File: config.mk
export PLATFORM = sky130hd
export DESIGN_NAME = adc_serial_port_power_ctrl
export DESIGN_NICKNAME = d
export VERILOG_FILES = /design/src/core/adc_port_pkg.sv /design/src/core/adc_serial_port_power_ctrl.sv /design/src/core/phase_tick_gen.sv
export VERILOG_INCLUDE_DIRS = /design/src /design/src/core
export SDC_FILE = /design/constraint.sdc
export NUM_CORES = 1
export LEC_CHECK = 0
export BUFFER_PORTS_ARGS = -buffer_cell sky130_fd_sc_hd__buf_2
export CORE_ASPECT_RATIO = 1.1
export CORE_MARGIN = 4
export CORE_UTILIZATION = 45
export DETAILED_ROUTE_END_ITERATION = 6
export GPL_ROUTABILITY_DRIVEN = 0
export SLEW_MARGIN = 20
export SYNTH_ARGS = -nofsm -noshare
export SYNTH_HDL_FRONTEND = slang
export SYNTH_SLANG_ARGS = --single-unit
File: constraint.sdc
create_clock -name sys_clk -period 4.1 [get_ports sys_clk]
set_input_delay 0.205 -clock sys_clk [delete_from_list [all_inputs] [get_ports sys_clk]]
set_output_delay 0.205 -clock sys_clk [all_outputs]
set_load 0.02 [all_outputs]
File: src/core/adc_port_defines.svh
// register offsets, field positions, reset values and timing counts of the serial port block
`ifndef ADC_PORT_DEFINES_SVH
`define ADC_PORT_DEFINES_SVH

// ============================================================
// register offsets (6-bit address carried by the command byte)
`define REG_STATUS        6'h00
`define REG_CORE_MODE     6'h01
`define REG_DATA          6'h02
`define REG_GP_OUT        6'h03
`define REG_BIAS          6'h04

// ============================================================
// register lengths in serial bits
`define LEN_BYTE          5'd8
`define LEN_HALF          5'd16
`define LEN_WORD          5'd24

// ============================================================
// reset values
`define CORE_MODE_RST     16'h0000
`define GP_OUT_RST        24'h000000
`define BIAS_RST          16'h0000
`define DATA_RST          24'h000000

// ============================================================
// command byte fields
`define CMD_WEN_N_BIT     7
`define CMD_READ_BIT      6

// ============================================================
// core_mode_control fields
`define CM_REF_EN_BIT     8
`define CM_PMODE_LSB      6
`define CM_MODE_LSB       2
`define CM_CLKSEL_LSB     0

// conversion mode codes
`define MODE_CONT         4'h0
`define MODE_STANDBY      4'h2
`define MODE_PDOWN        4'h3
`define MODE_IDLE         4'h4

// clock source codes
`define CLKSEL_INT        2'h0
`define CLKSEL_INT_OUT    2'h1

// ============================================================
// gp output register fields
`define GP_DAT_B_BIT      23
`define GP_DAT_A_BIT      22
`define GP_EN_B_BIT       19
`define GP_EN_A_BIT       18

// status register field
`define STAT_RDY_N_BIT    7

// ============================================================
// timing
`define SYS_CLK_HZ        25000000
`define OSC_HZ            614400
`define STANDBY_SETTLE_MCLK 130
`define OSC_WAKE_US       40
`define OSC_WAKE_CYC      ((`OSC_WAKE_US * `SYS_CLK_HZ) / 1000000)
`define PD_WAKE_MS        2
`define PD_WAKE_CYC       ((`PD_WAKE_MS * `SYS_CLK_HZ) / 1000)
`define SWRESET_ONES      64
`define DIV_FULL          4'd1
`define DIV_MID           4'd4
`define DIV_LOW           4'd8

`endif

File: src/core/adc_port_pkg.sv
// types shared by the serial port and power control block
package adc_port_pkg;

   // power sequencing states, gray along active-standby-pdown-wake-active
   typedef enum logic [2:0] {
      PS_ACTIVE  = 3'b000,
      PS_STANDBY = 3'b001,
      PS_PDOWN   = 3'b011,
      PS_WAKE    = 3'b010,
      PS_SETTLE  = 3'b101
   } pwr_state_t;

   // serial port phase
   typedef enum logic [1:0] {
      PH_CMD   = 2'b00,
      PH_READ  = 2'b01,
      PH_WRITE = 2'b11
   } port_phase_t;

   // power mode field codes (code 3 behaves as full power)
   typedef enum logic [1:0] {
      PM_LOW  = 2'b00,
      PM_MID  = 2'b01,
      PM_FULL = 2'b10
   } power_mode_t;

endpackage

File: src/core/adc_serial_port_power_ctrl.sv
// serial register port, clocking, gp outputs, bias enables and power sequencing
`timescale 1ns/1ps
`default_nettype none
`include "adc_port_defines.svh"

module adc_serial_port_power_ctrl
   import adc_port_pkg::*;
#(
   parameter int unsigned PD_WAKE_CYCLES = `PD_WAKE_CYC,
   parameter int unsigned OSC_WAKE_CYCLES = `OSC_WAKE_CYC
) (
   input  wire logic        sys_clk,
   input  wire logic        srst,
   input  wire logic        cs_n,
   input  wire logic        sclk,
   input  wire logic        din,
   output logic             dout_rdy,
   output logic             dout_rdy_oe,
   input  wire logic        conv_valid,
   input  wire logic [23:0] conv_data,
   input  wire logic        ext_clk_in,
   output logic             clk_pin_out,
   output logic             clk_pin_oe,
   output logic             mclk_tick,
   output logic             gp_out_pin_a,
   output logic             gp_out_pin_a_oe,
   output logic             gp_out_pin_b,
   output logic             gp_out_pin_b_oe,
   output logic [7:0]       pin_bias_enable,
   output logic             ref_enable,
   output logic             osc_enable,
   output logic             internal_regulator_on,
   output logic [3:0]       conv_mode,
   output logic             diag_clock_ok,
   output logic             ref_detect_enable,
   output logic             reg_cap_detect_enable,
   output logic             powered_down,
   output logic             settling
);

   // ============================================================
   // parameter check
   initial
   begin
      if (PD_WAKE_CYCLES < 1 || PD_WAKE_CYCLES > 65535 || OSC_WAKE_CYCLES < 1
          || OSC_WAKE_CYCLES > 1023)
         $error("adc_serial_port_power_ctrl: wake counts out of range");
   end

   // ============================================================
   // registers and state
   logic [15:0] core_mode_r;     // converter control word
   logic [23:0] gp_out_r;        // gp output enables and levels
   logic [15:0] bias_r;          // per-pin bias enables
   logic [23:0] data_r;          // conversion data word
   logic [23:0] conv_hold_r;     // word waiting to enter data_r
   logic        upd_pend_r;      // data_r update scheduled next cycle
   logic        rdy_n_r;         // not-ready flag
   pwr_state_t  pstate_r;        // power sequencing state
   logic [15:0] wait_cnt_r;      // sys clock wait counter
   logic [7:0]  mclk_cnt_r;      // master clock settle counter
   port_phase_t phase_r;         // serial phase
   logic [4:0]  bit_cnt_r;       // bits taken in this phase
   logic [4:0]  len_r;           // bits in current phase
   logic [5:0]  addr_r;          // addressed register
   logic [23:0] sh_in_r;         // receive shift register
   logic [23:0] sh_out_r;        // transmit shift register
   logic [6:0]  ones_cnt_r;      // consecutive ones on din
   logic        sclk_q;          // previous sclk sample
   logic        cs_q;            // previous cs_n sample
   logic        ext_q;           // previous external clock sample
   logic        osc_lvl_r;       // internal oscillator square wave
   logic [3:0]  div_cnt_r;       // power mode divider

   // ============================================================
   // decoded fields and events
   logic [1:0]  clk_sel;
   logic [3:0]  mode_f;
   power_mode_t pmode;
   logic        int_clk;
   logic        sclk_rise;
   logic        sclk_fall;
   logic        cs_rise;
   logic        last_bit;
   logic [7:0]  cmd_byte;
   logic [23:0] wr_word;
   logic        sw_reset;
   logic        wr_pulse;
   logic        rd_done;
   logic        pd_enter;
   logic        clr_regs;
   logic        osc_half;
   logic        base_tick;
   logic        mclk_raw;
   logic [3:0]  div_val;
   logic        port_live;

   assign clk_sel   = core_mode_r[`CM_CLKSEL_LSB +: 2];
   assign mode_f    = core_mode_r[`CM_MODE_LSB +: 4];
   assign pmode     = power_mode_t'(core_mode_r[`CM_PMODE_LSB +: 2]);
   assign int_clk   = (clk_sel == `CLKSEL_INT) || (clk_sel == `CLKSEL_INT_OUT);
   assign sclk_rise = sclk && !sclk_q && !cs_n;
   assign sclk_fall = !sclk && sclk_q && !cs_n;
   assign cs_rise   = cs_n && !cs_q;
   assign last_bit  = sclk_rise && (bit_cnt_r + 5'd1 == len_r);
   assign cmd_byte  = {sh_in_r[6:0], din};
   assign wr_word   = {sh_in_r[22:0], din};
   assign port_live = (pstate_r != PS_PDOWN) && (pstate_r != PS_WAKE);
   assign wr_pulse  = last_bit && (phase_r == PH_WRITE) && port_live;
   assign rd_done   = last_bit && (phase_r == PH_READ) && (addr_r == `REG_DATA);
   assign sw_reset  = sclk_rise && din && (ones_cnt_r == 7'(`SWRESET_ONES - 1));
   assign pd_enter  = (pstate_r == PS_STANDBY) && (mode_f == `MODE_PDOWN);
   assign clr_regs  = srst || sw_reset || pd_enter;

   // ============================================================
   // register lengths and read values
   function automatic logic [4:0] reg_len(input logic [5:0] a);
      case (a)
         `REG_CORE_MODE, `REG_BIAS: reg_len = `LEN_HALF;
         `REG_DATA, `REG_GP_OUT:    reg_len = `LEN_WORD;
         default:                   reg_len = `LEN_BYTE;
      endcase
   endfunction

   // read value left-aligned so the msb always leaves first
   function automatic logic [23:0] read_word(input logic [5:0] a);
      case (a)
         `REG_STATUS:    read_word = {rdy_n_r, 7'h00, 16'h0000};
         `REG_CORE_MODE: read_word = {core_mode_r, 8'h00};
         `REG_DATA:      read_word = data_r;
         `REG_GP_OUT:    read_word = gp_out_r;
         `REG_BIAS:      read_word = {bias_r, 8'h00};
         default:        read_word = 24'h000000;
      endcase
   endfunction

   // ============================================================
   // pin sampling for edge detection
   always_ff @(posedge sys_clk)
   begin
      if (srst)
      begin
         sclk_q <= 1'b1;
         cs_q   <= 1'b1;
         ext_q  <= 1'b0;
      end
      else
      begin
         sclk_q <= sclk;
         cs_q   <= cs_n;
         ext_q  <= ext_clk_in;
      end
   end

   // ============================================================
   // serial reset detector: counts ones framed by a low chip select
   always_ff @(posedge sys_clk)
   begin
      if (srst || cs_n || sw_reset)
         ones_cnt_r <= 7'h00;
      else if (sclk_rise)
         ones_cnt_r <= din ? ones_cnt_r + 7'h01 : 7'h00;
   end

   // ============================================================
   // serial port phases
   // cs tied low never produces cs_rise, so framing falls back on counts
   always_ff @(posedge sys_clk)
   begin
      if (srst || sw_reset || cs_n || !port_live)
      begin
         phase_r   <= PH_CMD;
         bit_cnt_r <= 5'd0;
         len_r     <= `LEN_BYTE;
      end
      else if (last_bit)
      begin
         bit_cnt_r <= 5'd0;
         if (phase_r == PH_CMD && !cmd_byte[`CMD_WEN_N_BIT])
         begin
            // command byte picks the direction and target
            len_r   <= reg_len(cmd_byte[5:0]);
            phase_r <= cmd_byte[`CMD_READ_BIT] ? PH_READ : PH_WRITE;
         end
         else
         begin
            // data phase over, or invalid command byte ignored
            len_r   <= `LEN_BYTE;
            phase_r <= PH_CMD;
         end
      end
      else if (sclk_rise)
         bit_cnt_r <= bit_cnt_r + 5'd1;
   end

   // shift registers and latched address
   always_ff @(posedge sys_clk)
   begin
      if (srst)
      begin
         sh_in_r  <= 24'h000000;
         sh_out_r <= 24'h000000;
         addr_r   <= 6'h00;
      end
      else if (last_bit && phase_r == PH_CMD && !cmd_byte[`CMD_WEN_N_BIT])
      begin
         sh_in_r  <= 24'h000000;
         addr_r   <= cmd_byte[5:0];
         sh_out_r <= read_word(cmd_byte[5:0]);
      end
      else
      begin
         if (sclk_rise)
            sh_in_r <= wr_word;
         if (sclk_fall && phase_r == PH_READ)
            sh_out_r <= {sh_out_r[22:0], 1'b0};
      end
   end

   // output pin: read data during a read, otherwise the ready flag;
   // the ready level shows as soon as cs falls, the first data bit once the command byte ends
   always_ff @(posedge sys_clk)
   begin
      if (srst)
      begin
         dout_rdy    <= 1'b1;
         dout_rdy_oe <= 1'b0;
      end
      else
      begin
         dout_rdy    <= (phase_r == PH_READ) ? sh_out_r[23] : rdy_n_r;
         dout_rdy_oe <= !cs_n && (pstate_r != PS_PDOWN);
      end
   end

   // ============================================================
   // configuration registers
   always_ff @(posedge sys_clk)
   begin
      if (clr_regs)
      begin
         core_mode_r <= `CORE_MODE_RST;
         gp_out_r    <= `GP_OUT_RST;
         bias_r      <= `BIAS_RST;
      end
      else if (wr_pulse)
      begin
         case (addr_r)
            `REG_CORE_MODE:
            begin
               // power-down request outside standby is refused
               if (wr_word[`CM_MODE_LSB +: 4] != `MODE_PDOWN || pstate_r == PS_STANDBY)
                  core_mode_r <= wr_word[15:0];
            end
            `REG_GP_OUT: gp_out_r <= wr_word;
            `REG_BIAS:   bias_r   <= wr_word[15:0];
            default:     ;
         endcase
      end
   end

   // ============================================================
   // conversion data and ready flag
   always_ff @(posedge sys_clk)
   begin
      if (clr_regs)
      begin
         data_r      <= `DATA_RST;
         conv_hold_r <= `DATA_RST;
         upd_pend_r  <= 1'b0;
         rdy_n_r     <= 1'b1;
      end
      else if (conv_valid && pstate_r == PS_ACTIVE)
      begin
         conv_hold_r <= conv_data;
         upd_pend_r  <= 1'b1;
         rdy_n_r     <= 1'b1;
      end
      else if (upd_pend_r)
      begin
         // new word wins over a read finishing in the same cycle
         data_r     <= conv_hold_r;
         upd_pend_r <= 1'b0;
         rdy_n_r    <= 1'b0;
      end
      else if (rd_done)
         rdy_n_r <= 1'b1;
   end

   // ============================================================
   // clock generation: oscillator, source select, power mode divider
   phase_tick_gen #(
      .INC (2 * `OSC_HZ / 100),
      .MOD (`SYS_CLK_HZ / 100)
   ) u_osc (
      .sys_clk (sys_clk),
      .srst    (srst),
      .en      (osc_enable),
      .tick    (osc_half)
   );

   // oscillator square wave from the half-period tick
   always_ff @(posedge sys_clk)
   begin
      if (srst || !osc_enable)
         osc_lvl_r <= 1'b0;
      else if (osc_half)
         osc_lvl_r <= !osc_lvl_r;
   end

   assign base_tick = int_clk ? (osc_half && !osc_lvl_r) : (ext_clk_in && !ext_q);

   always_comb
   begin
      unique case (pmode)
         PM_LOW:  div_val = `DIV_LOW;
         PM_MID:  div_val = `DIV_MID;
         default: div_val = `DIV_FULL;
      endcase
   end

   // divide the base clock by the power mode factor
   always_ff @(posedge sys_clk)
   begin
      if (srst || pstate_r == PS_PDOWN)
         div_cnt_r <= 4'h0;
      else if (base_tick)
         div_cnt_r <= (div_cnt_r + 4'h1 >= div_val) ? 4'h0 : div_cnt_r + 4'h1;
   end

   assign mclk_raw = base_tick && (div_cnt_r + 4'h1 >= div_val);

   // ============================================================
   // power sequencing
   always_ff @(posedge sys_clk)
   begin
      if (srst)
      begin
         pstate_r   <= PS_ACTIVE;
         wait_cnt_r <= 16'h0000;
         mclk_cnt_r <= 8'h00;
      end
      else
      begin
         unique case (pstate_r)
            PS_ACTIVE:
               if (mode_f == `MODE_STANDBY)
                  pstate_r <= PS_STANDBY;
            PS_STANDBY:
               if (pd_enter)
                  pstate_r <= PS_PDOWN;
               else if (mode_f != `MODE_STANDBY)
               begin
                  // external clock selected waits OSC_WAKE_CYCLES first; the internal oscillator runs in standby and waits none
                  wait_cnt_r <= int_clk ? 16'h0000 : 16'(OSC_WAKE_CYCLES);
                  mclk_cnt_r <= 8'(`STANDBY_SETTLE_MCLK);
                  pstate_r   <= PS_SETTLE;
               end
            PS_SETTLE:
               if (wait_cnt_r != 16'h0000)
                  wait_cnt_r <= wait_cnt_r - 16'h0001;
               else if (mclk_cnt_r == 8'h00)
                  pstate_r <= PS_ACTIVE;
               else if (mclk_raw)
                  mclk_cnt_r <= mclk_cnt_r - 8'h01;
            PS_PDOWN:
               if (sw_reset)
               begin
                  wait_cnt_r <= 16'(PD_WAKE_CYCLES);
                  pstate_r   <= PS_WAKE;
               end
            PS_WAKE:
               if (wait_cnt_r == 16'h0000)
                  pstate_r <= PS_ACTIVE;
               else
                  wait_cnt_r <= wait_cnt_r - 16'h0001;
            default:
               pstate_r <= PS_ACTIVE;
         endcase
      end
   end

   // ============================================================
   // block enables and pins
   // oscillator runs when selected, standby included
   assign osc_enable            = (pstate_r != PS_PDOWN) && int_clk;
   assign clk_pin_out           = osc_lvl_r;
   assign clk_pin_oe            = osc_enable && (clk_sel == `CLKSEL_INT_OUT);
   assign mclk_tick             = mclk_raw && (pstate_r == PS_ACTIVE);
   assign gp_out_pin_a          = gp_out_r[`GP_DAT_A_BIT];
   assign gp_out_pin_b          = gp_out_r[`GP_DAT_B_BIT];
   assign gp_out_pin_a_oe       = gp_out_r[`GP_EN_A_BIT] && !powered_down;
   assign gp_out_pin_b_oe       = gp_out_r[`GP_EN_B_BIT] && !powered_down;
   assign pin_bias_enable       = {bias_r[15:14], bias_r[11:10], bias_r[5:4], bias_r[1:0]};
   assign ref_enable            = core_mode_r[`CM_REF_EN_BIT];
   assign internal_regulator_on = !powered_down;
   assign conv_mode             = mode_f;
   assign diag_clock_ok         = (pstate_r == PS_ACTIVE)
                                  && (mode_f == `MODE_CONT || mode_f == `MODE_IDLE);
   assign ref_detect_enable     = ref_enable && (pstate_r == PS_ACTIVE);
   assign reg_cap_detect_enable = (pstate_r == PS_ACTIVE);
   assign powered_down          = (pstate_r == PS_PDOWN);
   assign settling              = (pstate_r == PS_SETTLE) || (pstate_r == PS_WAKE);

endmodule

`default_nettype wire

File: src/core/phase_tick_gen.sv
// fractional phase accumulator producing an enable tick at INC/MOD of the clock rate
`timescale 1ns/1ps
`default_nettype none

module phase_tick_gen #(
   parameter int unsigned INC = 12288,
   parameter int unsigned MOD = 250000
) (
   input  wire logic sys_clk,
   input  wire logic srst,
   input  wire logic en,
   output logic      tick
);

   // ============================================================
   // parameter check
   initial
   begin
      if (INC == 0 || INC >= MOD || MOD >= (1 << 30))
         $error("phase_tick_gen: INC must be in 1..MOD-1 and MOD below 2^30");
   end

   logic [31:0] acc_r;   // phase accumulator, always below MOD

   // accumulate while enabled; the remainder keeps the long-run rate exact
   always_ff @(posedge sys_clk)
   begin
      if (srst || !en)
      begin
         acc_r <= 32'h00000000;
         tick  <= 1'b0;
      end
      else if (acc_r + INC >= MOD)
      begin
         acc_r <= acc_r + INC - MOD;
         tick  <= 1'b1;
      end
      else
      begin
         acc_r <= acc_r + INC;
         tick  <= 1'b0;
      end
   end

endmodule

`default_nettype wire

==> results.md, run 1 <==
* Status: completed
* Clock power share at 34.5%
* Power density over the cells at 571 nW/um^2
* Total gr overflow at 0
* Largest stage delay, worst path at 0.51 ns
* Io pins at 60
* CTS Hold Buffers Added at 27
* Worst ir drop on vdd at 0.000377 V
* Die Wd at 159 um
* Bufs on Longest Clock Path at 3
* Final setup fails at 0
* Logic pwr share at 26.2%
* Sw Ratio at 32.0%
* Drt first pass iters at 5
* Fraction of layout cells with a size suffix above 1 at 10.7%
* Total track usage at 19.7%
* Clock slew at reported path FFs at 0.06 ns
* Synth top area cells: dfxtp_1 43%, mux2i_1 7.8%, nand2_1 7.1%
* Sequential power share at 39.3%
* NetSw at 2360 uW
* Vias at 9528
* DRT antenna net count at 0
* Largest net degree at the start of global routing at 107
* Final wirelength at 28000 um
* Vias in the first global route at 9106
* Async SR Flop Fraction at 0%
* Most common cell in the netlist: dfxtp_1
* Slowest CP cell: dfxtp_1
* CTS sink count at 240
* Worst Hold Class: in -> reg
* Sequential area share after synthesis at 42.6%
* Most used DFF post-synth: dfxtp_1
* Final nets at 1446
* Critical Path End Type: flop
* Max frequency at 285 MHz
* Std-Cell Rows at 60
* Post-synthesis register bit count at 240
* Core area at 24600 um^2
* Fillcell total at 2398
* Die area at 27700 um^2
* Initial DRC count at 517
* Min Tclk post-route at 3.51 ns
* RSZ-0062 raised after global routing: no
* Clk_lat worst skew at 0.53 ns
* Number of H-tree levels at 1
* Remaining DRCs at 0
* Max Slew Vio Count at 0
* Yosys warnings at 0
* Die height at 174 um
* Yosys cell types at 75
* Setup Skew at 0.0175 ns
* Syn Std Cell Area at 11300 um^2
* Vias per cell at 5.51
* Fin Setup TNS at 0 ns
* Initial core utilization at 45.9%
* Hold Slack at 0.108 ns
* Leak at 0.00517 uW
* Hpwl dp at 18600 um
* Post-Syn Nets at 1414
* Final hold violation count at 0
* Area Overhead vs Synth at 14.5%
* Clock root cell: clkbuf_16
* Crit start category: flop
* Int Power at 5010 uW
* Slew headroom at 29.6%
* Critical Path RT at 4.56 ns
* Syn Area/Cell at 8.25 um^2
* I/O Buffers at 59
* Avg WL per Cell at 16.2 um
* Fin util at 52.5%
* Max-Cap Viols at 0
* Cells along the critical path: inv_1 -> ha_1 -> nand4b_1 -> nor3_2 -> nor4_1 -> nor3_1 -> o41ai_2 -> buf_4 -> or4_1 -> a21o_1 -> a21oi_2
* Post-synth top area share at 42.6%
* Post-synth top cells: 240 x dfxtp_1, 213 x nand2_1, 199 x nor2_1
* WP data arrival at 3.97 ns
* Actual slew at the worst max-slew pin at 1.06 ns
* CTS tree: built
* CTS buffer count at 26
* Synthesized instance count at 1369
* Post-synth EDFFs at 0
* Synth area leader: dfxtp_1
* N_diodes at 0
* Crit-path max FO at 10
* Antenna violations before repair at 1
* Kind of critical path: reg -> reg
* First-pass GRT wire length at 46800 um
* Final period util at 85.6%
* Post CTS Setup Buffer Count at 0
* Post-CTS sizing at 0
==> worst max-delay path: cells and delay by family, from the launching register on <==
family,cells,cell delay (ns)
flip-flops,1,0.51
AND/OR/NAND/NOR,5,1.81
AO/OA/AOI/OAI,3,0.46
buffers and inverters,2,0.35
adder cells (fa/ha/maj),1,0.34
==> through the flow <==
step | area [um^2] | setup WS (ns) | power (uW) | std cells
after floorplan | 11300 | 1.04 | 4420 | 1369
after global placement | 11700 | 0.815 | 4830 | 1655
after detailed placement | 11700 | 0.655 | 4850 | 1655
after CTS | 12900 | 0.651 | 7440 | 1729
after global routing | 12900 | 0.443 | 7830 | 1730
final | 12900 | 0.590 | 7370 | 1730
==> path summary, 6_finish.rpt <==
kind	from	endpoint	slack, ns	cells after the start
setup / recovery	u_osc.acc_r[12]$_SDFF_PP0_	u_osc.acc_r[24]$_SDFF_PP0_	0.59	11
hold reg to reg	conv_hold_r[18]$_SDFFE_PP0P_	data_r[18]$_SDFFE_PP0P_	0.45	2
setup reg to reg	u_osc.acc_r[12]$_SDFF_PP0_	u_osc.acc_r[24]$_SDFF_PP0_	0.59	11
hold / removal	din	ones_cnt_r[1]$_SDFFE_PP0P_	0.11	3
==> metal layers <==
metal	vias to the layer above	track usage, %	routed length (um)
li1	4773	-	-
met1	4515	26.9	13300
met2	203	33.6	13000
met3	37	2.58	1280
met4	0	4.16	452
met5	-	0	0
==> kinds of logic after synthesis <==
group / count (synthesis) / share of synthesized area (%)
multiplexers: 97 / 8.80
XOR/XNOR: 62 / 4.81
buffers and inverters: 122 / 4.70
adder cells (fa/ha/maj): 14 / 1.55
AND/OR/NAND/NOR: 586 / 23.6
AO/OA/AOI/OAI: 248 / 14.0
flip-flops: 240 / 42.6
==> layout make-up <==
class	instances	area, um^2	area share, %
Timing Repair Buffer	106	736	5.69
Sequential cell	240	4800	37.2
Multi-Input combinational cell	1007	5980	46.3
Clock buffer	38	767	5.93
Tap cell	310	388	3.00
Clock inverter	9	170	1.32
Inverter	20	75.1	0.581
==> sequential cells by signal, indices dropped and copies added, names as in the netlist, 2 cells and up <==
| signal | flops |
|---|---|
| phase_r | 2 |
| wait_cnt_r | 16 |
| sh_in_r | 23 |
| conv_hold_r | 24 |
| len_r | 2 |
| gp_out_r | 24 |
| bias_r | 16 |
| u_osc.acc_r | 28 |
| ones_cnt_r | 7 |
| sh_out_r | 24 |
| bit_cnt_r | 5 |
| div_cnt_r | 4 |
| core_mode_r | 16 |
| pstate_r | 3 |
| mclk_cnt_r | 8 |
| data_r | 24 |
| addr_r | 6 |
==> placed cells by master (no fill, tap or decap), types with 4 or more instances in the layout <==
| cell type | Yosys | final |
|---|---|---|
| dfxtp_1 | 240 | 240 |
| nand2_1 | 213 | 213 |
| nor2_1 | 199 | 199 |
| a21oi_1 | 108 | 108 |
| mux2i_1 | 88 | 88 |
| buf_2 | 10 | 59 |
| o21ai_0 | 45 | 45 |
| xnor2_1 | 35 | 35 |
| nand3_1 | 34 | 34 |
| nor3_1 | 32 | 32 |
| xor2_1 | 27 | 27 |
| clkbuf_16 | 0 | 27 |
| dlygate4sd3_1 | 0 | 27 |
| a211oi_1 | 21 | 21 |
| inv_1 | 19 | 19 |
| nor4_1 | 19 | 18 |
| buf_4 | 16 | 18 |
| a221o_1 | 15 | 15 |
| ha_1 | 14 | 14 |
| nand2b_1 | 12 | 12 |
| nand4_1 | 12 | 12 |
| or3_1 | 12 | 12 |
| a21o_1 | 9 | 9 |
| and2_1 | 8 | 8 |
| mux2_2 | 8 | 8 |
| a22oi_1 | 6 | 6 |
| clkbuf_1 | 69 | 6 |
| nor2b_1 | 5 | 5 |
| nor3b_1 | 6 | 5 |
| and3_1 | 5 | 5 |
| or4_1 | 5 | 5 |
| clkbuf_8 | 0 | 5 |
| bufinv_16 | 0 | 5 |
| or2_2 | 4 | 4 |
| a211o_1 | 4 | 4 |
| o31ai_1 | 4 | 4 |
| o211ai_1 | 4 | 4 |
| a31oi_1 | 4 | 4 |
| clkinv_2 | 0 | 4 |
==> power groups by stage <==
stage	Combinational, uW	Clock (uW)	Sequential (uW)
finish	1930	2550	2890
global route	2190	2700	2940
CTS	1940	2610	2890
detailed placement	1910	0	2940
global placement	1890	0	2940
floorplan	1610	0	2810
(Power assumes the default switching activity.)
==> run 2: changes to the inputs <==
--- a/config.mk
+++ b/config.mk
@@ -10,6 +10,7 @@
 export CORE_ASPECT_RATIO = 1.1
 export CORE_MARGIN = 4
 export CORE_UTILIZATION = 45
+export CTS_BUF_LIST = sky130_fd_sc_hd__clkbuf_16
 export DETAILED_ROUTE_END_ITERATION = 6
 export GPL_ROUTABILITY_DRIVEN = 0
 export SLEW_MARGIN = 20
==> run 2 against run 1 <==
Effect of this change: combinational power hardly changed; worst hold slack improved by 0.0013 ns; first-iteration DRC count shrank 0.58%; design area down 0.39%; die area stayed put; non-clock buffer count unchanged; final cell count stayed put; via count down 0.22%; worst setup slack better by 0.0015 ns; maximum frequency is essentially flat; count of clock-buffer cells in the layout down 11.
==> results.md, run 2 (synthesis gave the netlist of run 1 again) <==
* Status: completed
* Remaining DRCs at 0 (unchanged)
* Antenna violations before repair at 1 (unchanged)
* Power density over the cells at 564 nW/um^2 (-1.2%)
* First-pass GRT wire length at 46700 um (about the same)
* Clock slew at reported path FFs at 0.06 ns (about the same)
* Die area at 27700 um^2 (unchanged)
* Io pins at 60 (unchanged)
* Core area at 24600 um^2 (unchanged)
* Register area at 4800 um^2 (unchanged)
* Clock root cell: clkbuf_16
* Post-CTS sizing at 0 (unchanged)
* Die height at 174 um (unchanged)
* Std-Cell Rows at 60 (unchanged)
* Drt first pass iters at 5 (unchanged)
* Crit-path max FO at 10 (unchanged)
* Slew headroom at 28.3% (-1.3 points)
* Vias at 9507 (-0.22%)
* Max frequency at 285 MHz (about the same)
* Total gr overflow at 0 (unchanged)
* Multi-input gate area at 5980 um^2 (unchanged)
* Initial core utilization at 45.9% (unchanged)
* CTS tree: built
* I/O Buffers at 59 (unchanged)
* Actual slew at the worst max-slew pin at 1.07 ns (+0.0192 ns)
* Worst Hold Class: in -> reg
* Vias in the first global route at 9100 (-0.066%)
* Total track usage at 19.7% (-0.030 points)
* Commonest cells after routing, fill and taps aside: 240 x dfxtp_1, 213 x nand2_1, 199 x nor2_1
* Avg WL per Cell at 16.2 um (-0.22%)
* Initial DRC count at 514 (-0.58%)
* Critical Path RT at 4.56 ns (about the same)
* DP Worst Slack at 0.655 ns (unchanged)
* Bufs on Longest Clock Path at 3 (unchanged)
* Leak at 0.00517 uW (about the same)
* Max reg flops at 28 (unchanged)
* Max Slew Vio Count at 0 (unchanged)
* Final nets at 1446 (unchanged)
* Final Non-Filler Cells at 1730 (unchanged)
* RSZ-0062 raised after global routing: no
* Most flop-heavy register: u_osc.acc_r
* Fillcell total at 2406 (+0.33%)
* Min Tclk post-route at 3.51 ns (-0.00153 ns)
* DRT antenna net count at 0 (unchanged)
* Pwr Total at 7260 uW (-1.6%)
* Die Wd at 159 um (unchanged)
* CTS sink count at 240 (unchanged)
* Fraction of layout cells with a size suffix above 1 at 10.4% (-0.35 points)
* Critical Path End Type: flop
* Setup Skew at 0.0180 ns (+0.000408 ns)
* Final period util at 85.6% (about the same)
* Placed insts at 1655 (unchanged)
* WP data arrival at 3.97 ns (about the same)
* Area Overhead vs Synth at 14.0%
* Most common cell after layout, fill and taps aside: dfxtp_1
* Final wirelength at 27900 um (-0.22%)
* Number of H-tree levels at 1 (unchanged)
* N_diodes at 0 (unchanged)
* Slack of the critical path at 0.592 ns (+0.00153 ns)
* Largest net degree at the start of global routing at 107 (unchanged)
* Crit start category: flop
* Max-Cap Viols at 0 (unchanged)
* Hpwl dp at 18600 um (unchanged)
* Fin Setup TNS at 0 ns (unchanged)
* Worst ir drop on vdd at 0.000377 V (about the same)
* Final hold violation count at 0 (unchanged)
* Kind of critical path: reg -> reg
* Final setup fails at 0 (unchanged)
* CTS buffer count at 26 (unchanged)
* Clk_lat worst skew at 0.53 ns (about the same)
* Vias per cell at 5.50 (-0.22%)
## run 2: final cells by class
cell class | instances | share of cell area, %
repair buffers | 106 | 5.71
inverters | 20 | 0.583
clock buffers | 27 | 5.25
clock inverters | 20 | 1.64
multi-input cells | 1007 | 46.5
flip-flops and latches | 240 | 37.3
well taps | 310 | 3.01
## run 2: per-stage QoR
| step | hold WS (ns) | utilization (%) | cell area (um^2) |
|---|---|---|---|
| floorplan | 0.284 | - | 11300 |
| global placement | 0.437 | 47.5 | 11700 |
| detailed placement | 0.438 | 47.5 | 11700 |
| CTS | 0.0822 | 52.2 | 12900 |
| global route | 0.118 | 52.3 | 12900 |
| finish | 0.110 | 52.3 | 12900 |
## run 2: worst max-delay path, cell delays in order (launching register included)
cell and delay, ns:
dfxtp_1 0.51, inv_1 0.16, ha_1 0.34, nand4b_1 0.33, nor3_2 0.44, nor4_1 0.10
nor3_1 0.45, o41ai_2 0.15, buf_4 0.18, or4_1 0.49, a21o_1 0.19, a21oi_2 0.12
## run 2: repair_timing
action | in CTS | in global routing
hold buffers | 27 | 0
setup buffers | 0 | 0
endpoints found under the hold margin | 27 | 0
## run 2: metal layers
layer	up-vias	GRT usage (%)	share of wire, %
li1	4778	-	-
met1	4517	26.9	48
met2	177	33.6	46
met3	35	2.58	4.1
met4	0	4.16	1.6
met5	-	0	0
## run 2: worst paths after layout
kind              slack (ns)                         end                          from  cells past startpoint
hold / removal          0.11  ones_cnt_r[1]$_SDFFE_PP0P_                           din                      3
setup reg to reg        0.59  u_osc.acc_r[24]$_SDFF_PP0_    u_osc.acc_r[12]$_SDFF_PP0_                     11
setup / recovery        0.59  u_osc.acc_r[24]$_SDFF_PP0_    u_osc.acc_r[12]$_SDFF_PP0_                     11
hold reg to reg         0.45     data_r[18]$_SDFFE_PP0P_  conv_hold_r[18]$_SDFFE_PP0P_                      2
## run 2: power breakdown
group	switching [uW]	internal (uW)
clock network	940	1490
logic	1110	816
registers	303	2590
==> run 3: changes to the inputs <==
--- a/config.mk
+++ b/config.mk
@@ -13,6 +13,7 @@
 export CTS_BUF_LIST = sky130_fd_sc_hd__clkbuf_16
 export DETAILED_ROUTE_END_ITERATION = 6
 export GPL_ROUTABILITY_DRIVEN = 0
+export RECOVER_POWER = 50
 export SLEW_MARGIN = 20
 export SYNTH_ARGS = -nofsm -noshare
 export SYNTH_HDL_FRONTEND = slang
==> run 3 against run 2 <==
Effect of this change: clock skew down 0.00095 ns; non-clock buffer count is the same; register-to-register slack hardly changed; core utilization down 0.31 points; largest cell class unchanged; final cell count unchanged; die area did not move; combinational power about the same; total power down 0.47%; global-route usage unchanged; highest routed layer unchanged; worst setup slack got worse by 0.0064 ns; critical endpoint unchanged; clock power barely moved; largest power group unchanged.
==> results.md, run 3 (synthesis gave the netlist of run 1 again) <==
* Max Slew Vio Count at 0 (unchanged)
* Hold path cells at 3 (unchanged)
* Final setup fails at 0 (unchanged)
* Fraction of layout cells with a size suffix above 1 at 8.10% (-2.3 points)
* Power density over the cells at 565 nW/um^2 (+0.12%)
* Final wirelength at 27900 um (-0.11%)
* Max reg flops at 28 (unchanged)
* WP data arrival at 3.97 ns (about the same)
* Avg WL per Cell at 16.1 um (-0.11%)
* N_diodes at 0 (unchanged)
* Clock root cell: clkbuf_16
* Vias at 9514 (+0.074%)
* Post-CTS sizing at 0 (unchanged)
* Crit path capture: u_osc.acc_r[24]$_SDFF_PP0_
* Status: completed
* Max-Cap Viols at 0 (unchanged)
* Bufs on Longest Clock Path at 3 (unchanged)
* Die height at 174 um (unchanged)
* Drt first pass iters at 6 (+1)
* Most common cell after layout, fill and taps aside: dfxtp_1
* Fin util at 52.0% (-0.31 points)
* R2r worst-path depth at 11 (unchanged)
* CTS tree: built
* Worst setup path start: u_osc.acc_r[12]$_SDFF_PP0_
* Clock slew at reported path FFs at 0.06 ns (about the same)
* Slew headroom at 19.1% (-9.3 points)
* Die area at 27700 um^2 (unchanged)
* Fillcell total at 2417 (+0.46%)
* Critical Path RT at 4.55 ns (about the same)
* Remaining DRCs at 0 (unchanged)
* Largest net degree at the start of global routing at 107 (unchanged)
* CTS sink count at 240 (unchanged)
* FF-to-FF Start: u_osc.acc_r[12]$_SDFF_PP0_
* Initial core utilization at 45.9% (unchanged)
* Fin Setup TNS at 0 ns (unchanged)
* Final nets at 1446 (unchanged)
* Die Wd at 159 um (unchanged)
* I/O Buffers at 59 (unchanged)
* Total track usage at 19.7% (unchanged)
* Most flop-heavy register: u_osc.acc_r
* Antenna violations before repair at 1 (unchanged)
* Io pins at 60 (unchanged)
* Leak at 0.00504 uW (-2.4%)
* Reg2reg end: u_osc.acc_r[24]$_SDFF_PP0_
* Crit-path max FO at 10 (unchanged)
* Total gr overflow at 0 (unchanged)
* Max frequency at 285 MHz (-0.18%)
* Clk_lat worst skew at 0.53 ns (about the same)
* Min Tclk post-route at 3.51 ns (+0.00640 ns)
* Crit start category: flop
* Core area at 24600 um^2 (unchanged)
* Area Overhead vs Synth at 13.3%
* Actual slew at the worst max-slew pin at 1.21 ns (+0.139 ns)
* RSZ-0062 raised after global routing: no
* Initial DRC count at 463 (-9.9%)
* Worst Hold Class: in -> reg
* Pwr Total at 7230 uW (-0.47%)
* Critical Path End Type: flop
* Hpwl dp at 18600 um (unchanged)
* Kind of critical path: reg -> reg
* R2r setup slk at 0.59 ns (about the same)
* Setup Skew at 0.0170 ns (-0.000954 ns)
* CTS buffer count at 26 (unchanged)
* Final period util at 85.7% (+0.16 points)
* First-pass GRT wire length at 46700 um (unchanged)
* Std-Cell Rows at 60 (unchanged)
* DRT antenna net count at 0 (unchanged)
* Final hold violation count at 0 (unchanged)
* Vias per cell at 5.50 (about the same)
* Vias in the first global route at 9100 (unchanged)
* Worst ir drop on vdd at 0.000351 V (-6.9%)
* Commonest cells after routing, fill and taps aside: 240 x dfxtp_1, 213 x nand2_1, 199 x nor2_1
* Number of H-tree levels at 1 (unchanged)
## run 3: cell types whose count changed in the layout (fill, tap and decap cells not counted), sizes merged
cell / delta
buf: -31
clkbuf: +31
## run 3: where the power goes
group / leakage (uW) / switching (uW) / internal (uW) / total, uW
Clock: 0.000459 / 938 / 1490 / 2430
Sequential: 0.00195 / 303 / 2590 / 2890
Combinational: 0.00263 / 1110 / 785 / 1900
Total: 0.00504 / 2350 / 4870 / 7230
## run 3: cell type report
class / count / area [um^2] / area share (%)
repair buffers: 106 / 668 / 5.22
well taps: 310 / 388 / 3.03
clock buffers: 27 / 676 / 5.28
clock inverters: 20 / 211 / 1.65
flip-flops and latches: 240 / 4800 / 37.5
multi-input cells: 1007 / 5970 / 46.7
inverters: 20 / 75.1 / 0.587
## run 3: worst min-delay path by stage
stage,start,end,slack (ns)
after global placement,sclk,sclk_q$_SDFF_PP1_,0.44
after detailed placement,ext_clk_in,ext_q$_SDFF_PP0_,0.44
final,din,ones_cnt_r[1]$_SDFFE_PP0P_,0.11
after CTS,din,ones_cnt_r[1]$_SDFFE_PP0P_,0.08
after floorplan,cs_n,dout_rdy_oe$_SDFF_PP0_,0.28
after global routing,din,ones_cnt_r[1]$_SDFFE_PP0P_,0.12
## run 3: critical path, stage by stage (launching register included)
cell	delay, ns
dfxtp_1	0.51
inv_1	0.16
ha_1	0.34
nand4b_1	0.33
nor3_2	0.44
nor4_1	0.10
nor3_1	0.44
o41ai_2	0.15
buf_4	0.19
or4_1	0.49
a21o_1	0.19
a21oi_2	0.12
## run 3: routing by layer
metal | GRT usage (%) | vias up | part of all wire (%)
li1 | - | 4783 | -
met3 | 2.58 | 37 | 4.5
met5 | 0 | - | 0
met1 | 26.9 | 4504 | 47
met2 | 33.6 | 190 | 46
met4 | 4.16 | 0 | 1.7
## run 3: metrics by stage
step	cell area (um^2)	hold slack (ns)	cells	setup slack (ns)
after detailed placement	11700	0.438	1655	0.655
after CTS	12900	0.0822	1729	0.651
final	12800	0.107	1730	0.586
after global routing	12800	0.118	1730	0.429
after floorplan	11300	0.284	1369	1.04
after global placement	11700	0.437	1655	0.815
## run 3: timing repair
item / in CTS / in global routing
setup buffers: 0 / 0
hold buffers: 27 / 0
hold endpoints to repair: 27 / 0
